### src/design/rid_pkg.sv
// package: constants for the return and interrupt dispatch block
// assumes: nothing beyond a SystemVerilog compiler
package rid_pkg;
  // return-type field bits
  localparam int RT_W        = 4;
  localparam int RT_P_BIT    = 3;
  localparam int RT_T_BIT    = 0;
  localparam logic [2:0] RT_LOCAL = 3'h0;
  localparam logic [2:0] RT_FAULT = 3'h1;
  localparam logic [1:0] RT_SUPV  = 2'h1;
  localparam logic [2:0] RT_INTR  = 3'h7;
  // return action codes
  localparam logic [2:0] ACT_LOCAL = 3'h0;
  localparam logic [2:0] ACT_SUPV  = 3'h1;
  localparam logic [2:0] ACT_FAULT = 3'h2;
  localparam logic [2:0] ACT_INTR  = 3'h3;
  localparam logic [2:0] ACT_RSVD  = 3'h4;
  // vectors and priorities
  localparam int VEC_W       = 8;
  localparam int PRI_W       = 5;
  localparam int PRI_SHIFT   = 3;
  localparam logic [4:0] PRI_MAX = 5'h1f;
  localparam logic [7:0] NMI_VECTOR = 8'hf8;
  localparam int ADDR_W      = 32;
  localparam int REG_SEL_W   = 5;
  localparam logic [4:0] LINK_GLOBAL_SEL = 5'h1e;
endpackage

### src/design/rid_arb_if.sv
// interface: carries the winning pending request between arbiter and core
// assumes: both ends share sys_clk_in
`timescale 1ns/1ps
`default_nettype none
interface rid_arb_if;
  logic       cand_valid;
  logic [7:0] cand_vector;
  logic [4:0] cand_pri;
  modport arb  (output cand_valid, output cand_vector, output cand_pri);
  modport core (input cand_valid, input cand_vector, input cand_pri);
endinterface
`default_nettype wire

### src/design/rid_core.sv
// module: return decode, call linkage, trace flags and interrupt acceptance
// assumes: core pipeline supplies one-cycle instruction strobes and table data
`timescale 1ns/1ps
`default_nettype none
module rid_core
(
  input  wire logic        sys_clk_in,
  input  wire logic        reset_n_in,
  // procedure exit and its frame link
  input  wire logic        ret_in,
  input  wire logic [3:0]  previous_frame_link_reg_in,
  // calls
  input  wire logic        call_local_in,
  input  wire logic        call_supv_in,
  input  wire logic        table_trace_ctl_in,
  input  wire logic        call_trace_mode_in,
  input  wire logic        prereturn_trace_mode_in,
  // branch with link
  input  wire logic        bal_in,
  input  wire logic        balx_in,
  input  wire logic [4:0]  balx_reg_sel_in,
  input  wire logic [31:0] bal_target_in,
  input  wire logic [31:0] next_ip_in,
  // interrupt sources
  input  wire logic [7:0]  ext_int_vec_in,
  input  wire logic        ext_int_req_in,
  input  wire logic        nmi_n_in,
  input  wire logic [7:0]  int_vec_in,
  input  wire logic        int_req_in,
  input  wire logic        int_ack_ready_in,
  input  wire logic [31:0] vector_data_in,
  input  wire logic        vector_data_valid_in,
  input  wire logic [4:0]  cur_pri_in,
  // outputs
  output logic [3:0]       new_rt_field_out,
  output logic             rt_write_out,
  output logic [2:0]       ret_action_out,
  output logic             ret_go_out,
  output logic             prereturn_trace_event_out,
  output logic             user_mode_out,
  output logic             trace_enable_bit_out,
  output logic             stack_user_out,
  output logic             stack_int_out,
  output logic             link_write_out,
  output logic [4:0]       link_reg_sel_out,
  output logic [31:0]      link_data_out,
  output logic             branch_out,
  output logic [31:0]      branch_target_out,
  output logic             alloc_frame_out,
  output logic             vec_fetch_out,
  output logic [7:0]       vec_fetch_num_out,
  output logic             int_call_out,
  output logic [31:0]      int_handler_out,
  output logic             save_state_out,
  output logic             restore_state_out,
  output logic             in_nmi_out,
  output logic [4:0]       exec_pri_out
);

  typedef enum logic [3:0]
  {
    RID_IDLE  = 4'h1,
    RID_FETCH = 4'h2,
    RID_CALL  = 4'h4,
    RID_RET   = 4'h8
  } rid_state_t;

  rid_state_t  state;
  rid_state_t  next_state;
  logic [255:0] pending;
  logic [7:0]  active_vec;
  logic        stack_int_saved;
  logic        nmi_s1;
  logic        nmi_s2;
  logic        nmi_s3;
  logic        nmi_edge;
  logic        nmi_level;
  logic        in_nmi;
  logic        preempt;
  logic [2:0]  decoded;
  logic        held_ret;
  logic [3:0]  held_rt;
  rid_arb_if   arb_bus ();

  rid_arbiter u_arb
  (
    .pending_in (pending),
    .arb        (arb_bus)
  );

  // non-maskable pin: three-stage sync, falling edge sets the NMI pending bit
  always_ff @(posedge sys_clk_in or negedge reset_n_in)
  begin
    if (!reset_n_in)
    begin
      nmi_s1 <= 1'b1;
      nmi_s2 <= 1'b1;
      nmi_s3 <= 1'b1;
    end
    else
    begin
      nmi_s1 <= nmi_n_in;
      nmi_s2 <= nmi_s1;
      nmi_s3 <= nmi_s2;
    end
  end

  // pin level accepted only once stages two and three agree
  always_ff @(posedge sys_clk_in or negedge reset_n_in)
  begin
    if (!reset_n_in)
      nmi_level <= 1'b1;
    else if (nmi_s2 == nmi_s3)
      nmi_level <= nmi_s3;
  end
  assign nmi_edge = nmi_level & ~nmi_s2 & ~nmi_s3;

  always_comb
  begin
    if (held_rt[2:0] == rid_pkg::RT_LOCAL)
      decoded = rid_pkg::ACT_LOCAL;
    else if (held_rt[2:1] == rid_pkg::RT_SUPV)
      decoded = rid_pkg::ACT_SUPV;
    else if (held_rt[2:0] == rid_pkg::RT_FAULT)
      decoded = rid_pkg::ACT_FAULT;
    else if (held_rt[2:0] == rid_pkg::RT_INTR)
      decoded = rid_pkg::ACT_INTR;
    else
      decoded = rid_pkg::ACT_RSVD;
  end

  always_comb
  begin
    preempt = 1'b0;
    if (pending[rid_pkg::NMI_VECTOR] && !in_nmi)
      preempt = 1'b1;
    else if (arb_bus.cand_valid && !in_nmi && arb_bus.cand_pri != 5'h00)
    begin
      // priority 0 never preempts; 31 beats 31
      if (arb_bus.cand_pri > cur_pri_in)
        preempt = 1'b1;
      else if (arb_bus.cand_pri == rid_pkg::PRI_MAX && cur_pri_in == rid_pkg::PRI_MAX)
        preempt = 1'b1;
    end
  end

  always_comb
  begin
    next_state = state;
    case (state)
      RID_IDLE:
      begin
        if (held_ret)
          next_state = RID_RET;
        else if (preempt && int_ack_ready_in)
          next_state = RID_FETCH;
      end
      RID_FETCH:
      begin
        if (vector_data_valid_in)
          next_state = RID_CALL;
      end
      RID_CALL:
        next_state = RID_IDLE;
      RID_RET:
        next_state = RID_IDLE;
      default:
        next_state = RID_IDLE;
    endcase
  end

  always_ff @(posedge sys_clk_in or negedge reset_n_in)
  begin
    if (!reset_n_in)
      state <= RID_IDLE;
    else
      state <= next_state;
  end

  // a return waits here while trace event and interrupt entry are sorted out
  always_ff @(posedge sys_clk_in or negedge reset_n_in)
  begin
    if (!reset_n_in)
    begin
      held_ret <= 1'b0;
      held_rt  <= 4'h0;
    end
    else if (ret_in)
    begin
      held_ret <= 1'b1;
      held_rt  <= previous_frame_link_reg_in;
    end
    else if (state == RID_IDLE && held_ret)
      held_ret <= 1'b0;
  end

  // pending set: new requests win over the clear
  always_ff @(posedge sys_clk_in or negedge reset_n_in)
  begin
    if (!reset_n_in)
      pending <= '0;
    else
    begin
      if (state == RID_CALL)
        pending[active_vec] <= 1'b0;
      // vectors below 8 are dropped; ports
      if (ext_int_req_in && ext_int_vec_in[7:3] != 5'h00)
        pending[ext_int_vec_in] <= 1'b1;
      if (int_req_in && int_vec_in[7:3] != 5'h00)
        pending[int_vec_in] <= 1'b1;
      if (nmi_edge)
        pending[rid_pkg::NMI_VECTOR] <= 1'b1;
    end
  end

  always_ff @(posedge sys_clk_in or negedge reset_n_in)
  begin
    if (!reset_n_in)
    begin
      active_vec        <= 8'h00;
      vec_fetch_out     <= 1'b0;
      vec_fetch_num_out <= 8'h00;
      int_call_out      <= 1'b0;
      int_handler_out   <= 32'h0000_0000;
      exec_pri_out      <= 5'h00;
    end
    else
    begin
      vec_fetch_out <= 1'b0;
      int_call_out  <= 1'b0;
      if (state == RID_IDLE && next_state == RID_FETCH)
      begin
        active_vec        <= pending[rid_pkg::NMI_VECTOR] ? rid_pkg::NMI_VECTOR
                                                          : arb_bus.cand_vector;
        vec_fetch_out     <= 1'b1;
        vec_fetch_num_out <= pending[rid_pkg::NMI_VECTOR] ? rid_pkg::NMI_VECTOR
                                                          : arb_bus.cand_vector;
      end
      if (state == RID_FETCH && vector_data_valid_in)
      begin
        int_call_out    <= 1'b1;
        int_handler_out <= {vector_data_in[31:2], 2'h0};
        exec_pri_out    <= active_vec[7:rid_pkg::PRI_SHIFT];
      end
    end
  end

  always_ff @(posedge sys_clk_in or negedge reset_n_in)
  begin
    if (!reset_n_in)
    begin
      save_state_out    <= 1'b0;
      restore_state_out <= 1'b0;
      stack_int_out     <= 1'b0;
      stack_int_saved   <= 1'b0;
      alloc_frame_out   <= 1'b0;
      in_nmi            <= 1'b0;
    end
    else
    begin
      save_state_out    <= 1'b0;
      restore_state_out <= 1'b0;
      alloc_frame_out   <= call_local_in | call_supv_in;
      if (state == RID_FETCH && vector_data_valid_in)
      begin
        save_state_out  <= 1'b1;
        alloc_frame_out <= 1'b1;
        stack_int_saved <= stack_int_out;
        stack_int_out   <= 1'b1;
        if (active_vec == rid_pkg::NMI_VECTOR)
          in_nmi <= 1'b1;
      end
      else if (state == RID_RET && decoded == rid_pkg::ACT_INTR
               && !(held_rt[rid_pkg::RT_P_BIT] && prereturn_trace_mode_in))
      begin
        restore_state_out <= 1'b1;
        stack_int_out     <= stack_int_saved;
        in_nmi            <= 1'b0;
      end
    end
  end
  assign in_nmi_out = in_nmi;

  // mode, trace enable, user stack
  always_ff @(posedge sys_clk_in or negedge reset_n_in)
  begin
    if (!reset_n_in)
    begin
      user_mode_out        <= 1'b0;
      trace_enable_bit_out <= 1'b0;
      stack_user_out       <= 1'b0;
    end
    else if (state == RID_FETCH && vector_data_valid_in)
      user_mode_out <= 1'b0;
    else if (call_supv_in && user_mode_out)
    begin
      trace_enable_bit_out <= table_trace_ctl_in;
      user_mode_out        <= 1'b0;
      stack_user_out       <= 1'b0;
    end
    else if (state == RID_RET && decoded == rid_pkg::ACT_SUPV
             && !(held_rt[rid_pkg::RT_P_BIT] && prereturn_trace_mode_in))
    begin
      // back to user with saved t
      user_mode_out        <= 1'b1;
      stack_user_out       <= 1'b1;
      trace_enable_bit_out <= held_rt[rid_pkg::RT_T_BIT];
    end
  end

  // return-type field written at call time
  always_ff @(posedge sys_clk_in or negedge reset_n_in)
  begin
    if (!reset_n_in)
    begin
      new_rt_field_out <= 4'h0;
      rt_write_out     <= 1'b0;
    end
    else
    begin
      rt_write_out <= 1'b0;
      if (state == RID_FETCH && vector_data_valid_in)
      begin
        rt_write_out     <= 1'b1;
        new_rt_field_out <= {call_trace_mode_in, rid_pkg::RT_INTR};
      end
      else if (call_supv_in && user_mode_out)
      begin
        rt_write_out     <= 1'b1;
        // save trace enable in bit 0
        new_rt_field_out <= {call_trace_mode_in, rid_pkg::RT_SUPV, trace_enable_bit_out};
      end
      else if (call_local_in || call_supv_in)
      begin
        rt_write_out     <= 1'b1;
        new_rt_field_out <= {call_trace_mode_in, rid_pkg::RT_LOCAL};
      end
    end
  end

  // return action or prereturn trace event
  always_ff @(posedge sys_clk_in or negedge reset_n_in)
  begin
    if (!reset_n_in)
    begin
      ret_action_out            <= rid_pkg::ACT_LOCAL;
      ret_go_out                <= 1'b0;
      prereturn_trace_event_out <= 1'b0;
    end
    else
    begin
      ret_go_out                <= 1'b0;
      prereturn_trace_event_out <= 1'b0;
      if (state == RID_RET)
      begin
        // trace event instead of any return work
        if (held_rt[rid_pkg::RT_P_BIT] && prereturn_trace_mode_in)
          prereturn_trace_event_out <= 1'b1;
        else
        begin
          ret_go_out     <= 1'b1;
          ret_action_out <= decoded;
        end
      end
    end
  end

  // link register; no frame allocated here
  always_ff @(posedge sys_clk_in or negedge reset_n_in)
  begin
    if (!reset_n_in)
    begin
      link_write_out    <= 1'b0;
      link_reg_sel_out  <= 5'h00;
      link_data_out     <= 32'h0000_0000;
      branch_out        <= 1'b0;
      branch_target_out <= 32'h0000_0000;
    end
    else
    begin
      link_write_out <= bal_in | balx_in;
      branch_out     <= bal_in | balx_in;
      if (bal_in || balx_in)
      begin
        link_reg_sel_out  <= balx_in ? balx_reg_sel_in : rid_pkg::LINK_GLOBAL_SEL;
        link_data_out     <= next_ip_in;
        branch_target_out <= bal_target_in;
      end
    end
  end

endmodule // rid_core
`default_nettype wire

### src/design/rid_arbiter.sv
// module: picks the highest pending vector from a 256-bit pending set
// assumes: pending bits come from logic on the same clock
`timescale 1ns/1ps
`default_nettype none
module rid_arbiter
(
  input  wire logic [255:0] pending_in,
  rid_arb_if.arb            arb
);
  logic [7:0] best;
  logic       found;
  // highest vector wins; vector/8 is monotonic so highest level wins too
  always_comb
  begin
    best  = 8'h00;
    found = 1'b0;
    for (int i = 8; i < 256; i++)
    begin
      if (pending_in[i])
      begin
        best  = 8'(i);
        found = 1'b1;
      end
    end
  end
  assign arb.cand_valid  = found;
  assign arb.cand_vector = best;
  assign arb.cand_pri    = best[7:3];
endmodule // rid_arbiter
`default_nettype wire

### config.mk
export PLATFORM = sky130hd
export DESIGN_NAME = rid_core
export DESIGN_NICKNAME = d
export VERILOG_FILES = /design/src/design/rid_pkg.sv /design/src/design/rid_arb_if.sv /design/src/design/rid_core.sv /design/src/design/rid_arbiter.sv
export SDC_FILE = /design/constraint.sdc
export NUM_CORES = 1
export LEC_CHECK = 0
export ABC_AREA = 1
export BUFFER_PORTS_ARGS = -buffer_cell sky130_fd_sc_hd__clkbuf_2
export CORE_MARGIN = 2
export CORE_UTILIZATION = 30
export CTS_CLUSTER_SIZE = 25
export DETAILED_ROUTE_END_ITERATION = 8
export PLACE_DENSITY = 0.59
export SLEW_MARGIN = 30
export SYNTH_ARGS = -nofsm -noshare
export SYNTH_HDL_FRONTEND = slang
export SYNTH_SLANG_ARGS = --single-unit
### constraint.sdc
create_clock -name sys_clk_in -period 12.1 [get_ports sys_clk_in]
set_clock_uncertainty 0.05 [all_clocks]
set_input_delay 0 -clock sys_clk_in [delete_from_list [all_inputs] [get_ports sys_clk_in]]
set_output_delay 0 -clock sys_clk_in [all_outputs]
set_load 0.03 [all_outputs]
==> results of run 1 <==
[cell usage after synthesis (all sizes together) (6+ instances only)]
cell,instances,area (um^2)
a21oi,28,140
a31oi,22,138
buf,12,60.1
bufinv,68,1190
clkbuf,114,428
clkinv,6,22.5
dfrtp,389,9730
inv,311,1170
nand2,814,3060
nand3,92,460
nand4,24,150
nor2,279,1050
nor3,8,40.0
nor4,8,50.1
o21ai,271,1360
o221ai,200,1750
o311ai,11,96.3
o31ai,11,82.6
[cells by family after synthesis]
logic type / after synthesis / synth area share [%]
multiplexers: 1 / 0.0528
other: 1 / 0.0176
AO/OA/AOI/OAI: 560 / 17.4
buffers and inverters: 511 / 13.5
adder cells (fa/ha/maj): 5 / 0.294
AND/OR/NAND/NOR: 1225 / 22.5
flip-flops: 394 / 46.3
[layout make-up]
cell class	count	area (um^2)	area share, %
inverter	385	2380	8.69
antenna	2	5.00	0.0183
clock inverter	30	520	1.90
multi-input combinational	1793	8670	31.6
tap	940	1180	4.29
clock buffer	53	1240	4.51
timing repair buffer	498	3560	13.0
sequential	394	9870	36.0
[registers in the layout, indices dropped and copies added, names as in the netlist, 3 cells and up]
register / count
active_vec: 8
link_reg_sel_out: 5
pending: 248
state: 4
branch_target_out: 32
link_data_out: 32
exec_pri_out: 5
new_rt_field_out: 4
int_handler_out: 30
held_rt: 4
ret_action_out: 3
[power breakdown]
part	internal, uW	switching (uW)
clock	1010	625
combinational	255	584
sequential	1430	89.9
[layer usage]
layer  wire, um  part of all wire [%]  global-route usage (%)  vias up
li1           -                     -                       -     9720
met1      35900                    41                    31.3    10287
met2      37100                    43                    34.7     1270
met3      10200                    12                    7.25      202
met4       3320                   3.8                    8.46        0
met5          0                     0                       0        -
[worst max-delay path, delay by kind of cell, from the launching register on]
kind,cells,cell delay [ns]
buffers and inverters,1,0.05
flip-flops,1,0.38
AND/OR/NAND/NOR,246,11.91
[final timing paths]
kind                                            start                           endpoint  cells after the start
min in group sys_clk_in                 cur_pri_in[4]            vec_fetch_out$_DFF_PN0_                      7
worst max-delay path            pending[10]$_DFF_PN0_          active_vec[0]$_DFFE_PN0P_                    247
worst min-delay path                       reset_n_in             pending[118]$_DFF_PN0_                      2
max in group asynchronous                  reset_n_in  branch_target_out[26]$_DFFE_PN0P_                      5
worst max register to register  pending[10]$_DFF_PN0_          active_vec[0]$_DFFE_PN0P_                    247
worst min register to register       nmi_s1$_DFF_PN1_                   nmi_s2$_DFF_PN1_                      0
[metrics by stage]
stage                     setup WS (ns)  util, %  std cells
after floorplan                    1.30        -       2698
after global placement           -0.196     34.0       3831
after detailed placement         -0.175     34.0       3831
after CTS                        -0.241     39.0       4092
after global routing              -2.78     39.1       4094
final                            -0.305     39.1       4095
[what timing repair did]
action	4_1_cts	5_1_grt
hold buffers	178	0
pin swaps	0	1
cloned	0	0
resized for setup	0	1
setup endpoints to repair	1	1
hold endpoints to repair	270	0
==> results.sh, run 1 <==
export IMPL_syn_area_per_cell_um2=7.90
export IMPL_wl_per_cell_um=21.1
export IMPL_antenna_found_initial=3
export IMPL_worst_setup_path_end_kind="flip-flop"
export IMPL_critPathKind="flip-flop to flip-flop"
export IMPL_cts_max_path_buffers=3
export IMPL_syn2layout_area_growth_pct=28.6
export IMPL_drtIter0Drc=2544
export IMPL_layout_common_cells="nand2_1 (810), dfrtp_1 (389), inv_1 (304), nor2_1 (278), clkbuf_2 (271)"
export IMPL_clk_pin_slew_ns=0.07
export IMPL_dieHeight_um=271
export IMPL_yosysWarnings=0
export IMPL_postCtsSetupBuffers=0
export IMPL_rows=97
export IMPL_hp_class="input port to async pin"
export IMPL_synth_area_um2=21300
export IMPL_mostFrequentLayoutCell="nand2_1"
export IMPL_power_uw=4000
export IMPL_violations="negative setup slack"
export IMPL_slowest_stage="dfrtp_1"
export IMPL_drc=0
export IMPL_io_buffers=272
export IMPL_yosys_register_bits=394
export IMPL_fin_ws_ns=-0.305
export IMPL_setup_tns_ns=-0.305
export IMPL_firstDrtPassIters=5
export IMPL_ioPinCount=277
export IMPL_placed_area_um2=23800
export IMPL_overflow=0
export IMPL_async_flop_share_pct=100
export IMPL_maxSlewHeadroom_pct=27.2
export IMPL_fin_crit_sh_pct=103
export IMPL_fin_nets=3263
export IMPL_synth_cell_types=33
export IMPL_ys_dominant_reg_cell="dfrtp_1"
export IMPL_required_ns=12.60
export IMPL_crit_path_start_kind="flip-flop"
export IMPL_start_util_pct=30.4
export IMPL_rsz0062_at_grt="yes"
export IMPL_clockRootBuffer="clkbuf_16"
export IMPL_setup_violations=1
export IMPL_max_clock_freq_ghz=0.0806
export IMPL_drive_gt1_share_pct=15.9
export IMPL_finalMaxSlewViolations=0
export IMPL_cts_tree="built"
export IMPL_max_cap_viol_count=0
export IMPL_post_route_cell_area_um2=27400
export IMPL_htree_num_levels=2
export IMPL_die_area_um2=73200
export IMPL_ir_worst_vdd_uv=147
export IMPL_dieWidth_um=271
export IMPL_ys_seq_area_share_pct=46.3
export IMPL_insertion_delay_ns=0.61
export IMPL_routed_wl_mm=86.6
export IMPL_critPathArrivalTime_ns=12.90
export IMPL_grt_start_max_net_pins=156
export IMPL_finalCriticalPeriod_ns=12.41
export IMPL_synth_edf_count=0
export IMPL_grt_pass1_wl_mm=130
export IMPL_grt_total_usage_pct=23.2
export IMPL_grt_pass1_vias=20708
export IMPL_clkSinkCount=394
export IMPL_hold_worst_slack_ns=0.0146
export IMPL_synthCells=2697
export IMPL_nFillCells=7166
export IMPL_leakagePower_uw=0.0126
export IMPL_cp_max_fo=2
export IMPL_ff2ff_setup_slack_ns=-0.31
export IMPL_power_density_nw_per_um2=146
export IMPL_place_gp_congestion=0.919
export IMPL_coreArea_um2=70100
export IMPL_cts_buffers=45
export IMPL_tightest_slew_ns=1.09
export IMPL_via_count=21479
export IMPL_crit_top_cell="nand2_1"
export IMPL_critical_path_max_stage_delay_ns=0.38
export IMPL_run_status="finished, violations left"
export IMPL_drtAntennaViolNets=0
export IMPL_viasPerCell=5.25
export IMPL_hpwl_mm=52.3
export IMPL_hold_viol=0
No activity file was read; power rests on OpenSTA's default activity.
==> run 2, diff against run 1 <==
--- a/config.mk
+++ b/config.mk
@@ -6,12 +6,13 @@
 export NUM_CORES = 1
 export LEC_CHECK = 0
 export ABC_AREA = 1
-export BUFFER_PORTS_ARGS = -buffer_cell sky130_fd_sc_hd__clkbuf_2
+export BUFFER_PORTS_ARGS = -buffer_cell sky130_fd_sc_hd__buf_2
 export CORE_MARGIN = 2
 export CORE_UTILIZATION = 30
 export CTS_CLUSTER_SIZE = 25
 export DETAILED_ROUTE_END_ITERATION = 8
 export PLACE_DENSITY = 0.59
+export SETUP_SLACK_MARGIN = 0.02
 export SLEW_MARGIN = 30
 export SYNTH_ARGS = -nofsm -noshare
 export SYNTH_HDL_FRONTEND = slang
==> run 2 against run 1 <==
The run still ends with negative setup slack left. Non-clock buffer count increased by 8. Via count is 0.18% lower. Sequential share of layout area is 0.12 points higher. Count of clock-buffer cells in the layout is 9 higher. Die area unchanged. Cell area fell by 0.32%. Register-to-register slack better by 0.11 ns. Critical path depth stayed put. Critical path type unchanged. Critical endpoint unchanged. Largest cell class unchanged. Largest power group is now registers.
==> results.sh, run 2 (same netlist as run 1, synthesis figures left out) <==
export IMPL_run_status="finished, violations left"
export IMPL_violations="negative setup slack"
export IMPL_drive_gt1_share_pct=15.7
export IMPL_dieWidth_um=271
export IMPL_largestRegisters="pending (248), branch_target_out (32), link_data_out (32)"
export IMPL_maxSlewHeadroom_pct=28.3
export IMPL_grt_pass1_vias=20894
export IMPL_drc=0
export IMPL_power_uw=3880
export IMPL_fin_ws_ns=-0.193
export IMPL_hold_path_cell_count=6
export IMPL_die_area_um2=73200
export IMPL_cp_max_fo=2
export IMPL_grt_pass1_wl_mm=130
export IMPL_overflow=0
export IMPL_insertion_delay_ns=0.61
export IMPL_cts_max_path_buffers=3
export IMPL_rows=97
export IMPL_crit_top_cell="nand2_1"
export IMPL_setup_tns_ns=-0.193
export IMPL_clk_pin_slew_ns=0.07
export IMPL_drtAntennaViolNets=0
export IMPL_dieHeight_um=271
export IMPL_via_count=21440
export IMPL_io_buffers=272
export IMPL_worst_setup_path_end_kind="flip-flop"
export IMPL_regToRegStartpoint="pending[10]$_DFF_PN0_"
export IMPL_place_gp_congestion=0.917
export IMPL_crit_path_start_kind="flip-flop"
export IMPL_rr_endpoint="active_vec[0]$_DFFE_PN0P_"
export IMPL_required_ns=12.61
export IMPL_cts_tree="built"
export IMPL_min_to="pending[77]$_DFF_PN0_"
export IMPL_largest_reg_flops=248
export IMPL_clockRootBuffer="clkbuf_16"
export IMPL_finalMaxSlewViolations=0
export IMPL_firstDrtPassIters=7
export IMPL_hp_class="input port to flip-flop"
export IMPL_mostFrequentLayoutCell="nand2_1"
export IMPL_instances_no_fill=4110
export IMPL_max_clock_freq_ghz=0.0813
export IMPL_hpwl_mm=52.7
export IMPL_placed_area_um2=23800
export IMPL_wl_per_cell_um=21.1
export IMPL_setup_violations=1
export IMPL_ioPinCount=277
export IMPL_critical_path_max_stage_delay_ns=0.38
export IMPL_antenna_found_initial=4
export IMPL_finalCriticalPeriod_ns=12.29
export IMPL_fin_nets=3271
export IMPL_routed_wl_mm=86.9
export IMPL_coreArea_um2=70100
export IMPL_critPathArrivalTime_ns=12.80
export IMPL_layout_common_cells="nand2_1 (810), dfrtp_1 (389), inv_1 (304), nor2_1 (278), buf_2 (272)"
export IMPL_clkSinkCount=394
export IMPL_hold_worst_slack_ns=0.0425
export IMPL_leakagePower_uw=0.0126
export IMPL_critPathKind="flip-flop to flip-flop"
export IMPL_ff2ff_path_depth=247
export IMPL_regMostFlops="pending"
export IMPL_ff2ff_setup_slack_ns=-0.19
export IMPL_fin_crit_sh_pct=102
export IMPL_syn2layout_area_growth_pct=28.2
export IMPL_max_cap_viol_count=0
export IMPL_hold_viol=0
export IMPL_grt_total_usage_pct=23.3
export IMPL_viasPerCell=5.22
export IMPL_place_inst=3834
export IMPL_postCtsSetupBuffers=0
export IMPL_htree_num_levels=2
export IMPL_cts_buffers=45
export IMPL_post_route_cell_area_um2=27300
export IMPL_drtIter0Drc=2497
export IMPL_tightest_slew_ns=1.07
export IMPL_grt_start_max_net_pins=72
export IMPL_slowest_stage="dfrtp_1"
export IMPL_ir_worst_vdd_uv=142
export IMPL_min_from="ext_int_req_in"
export IMPL_start_util_pct=30.4
export IMPL_power_density_nw_per_um2=142
export IMPL_rsz0062_at_grt="yes"
-- run 2: cell types whose count changed in the layout (fill, tap and decap cells not counted), moves of 4 or more --
cell | previous run | this run
bufinv_16 | 13 | 7
clkbuf_1 | 1 | 8
buf_2 | 0 | 272
diode_2 | 2 | 8
clkbuf_2 | 271 | 0
dlygate4sd3_1 | 178 | 182
buf_4 | 45 | 49
-- run 2: what timing repair did --
item | 4_1_cts | 5_1_grt
pin swaps | 0 | 1
gates resized for setup | 0 | 1
endpoints found under the hold margin | 255 | 0
gates cloned | 0 | 0
setup endpoints to repair | 1 | 1
hold buffers | 183 | 0
-- run 2: worst max-delay path, delay by kind of cell, from the launching register on --
family                 cells  cell delay [ns]
and+or+nand+nor          246            11.73
DFF                        1             0.38
buffers and inverters      1             0.06
-- run 2: report_power, final --
| part | internal, uW | switching (uW) |
|---|---|---|
| combinational | 268 | 582 |
| sequential | 1430 | 82.2 |
| clock | 898 | 619 |
-- run 2: final cells by class --
type / instances / area [um^2]
Fill cell: 7183 / 42800
Sequential cell: 394 / 9870
Multi-Input combinational cell: 1793 / 8660
Timing Repair Buffer: 506 / 3600
Inverter: 385 / 2380
Clock buffer: 62 / 1280
Tap cell: 940 / 1180
Clock inverter: 22 / 344
Antenna cell: 8 / 20.0
-- run 2: through the flow --
stage | util (%) | setup slack, ns
after CTS | 38.9 | -0.207
after global routing | 38.9 | -2.70
after detailed placement | 34.0 | -0.138
final | 39.0 | -0.193
after global placement | 34.0 | -0.198
after floorplan | - | 1.30
-- run 2: worst max path at each step --
stage / startpoint / to / depth (start not counted)
2_1_floorplan: pending[9]$_DFF_PN0_ / active_vec[0]$_DFFE_PN0P_ / 246
3_3_place_gp: pending[10]$_DFF_PN0_ / active_vec[0]$_DFFE_PN0P_ / 247
3_5_place_dp: pending[10]$_DFF_PN0_ / active_vec[0]$_DFFE_PN0P_ / 247
4_1_cts: pending[10]$_DFF_PN0_ / active_vec[0]$_DFFE_PN0P_ / 247
5_1_grt: pending[10]$_DFF_PN0_ / active_vec[0]$_DFFE_PN0P_ / 247
6_report: pending[10]$_DFF_PN0_ / active_vec[0]$_DFFE_PN0P_ / 247
-- run 2: per-layer routing --
metal | vias up | global-route usage, % | part of all wire (%)
li1 | 9747 | - | -
met1 | 10193 | 31.0 | 40
met2 | 1270 | 34.6 | 43
met3 | 228 | 6.84 | 12
met4 | 2 | 10.6 | 4.5
met5 | - | 0 | 0.015
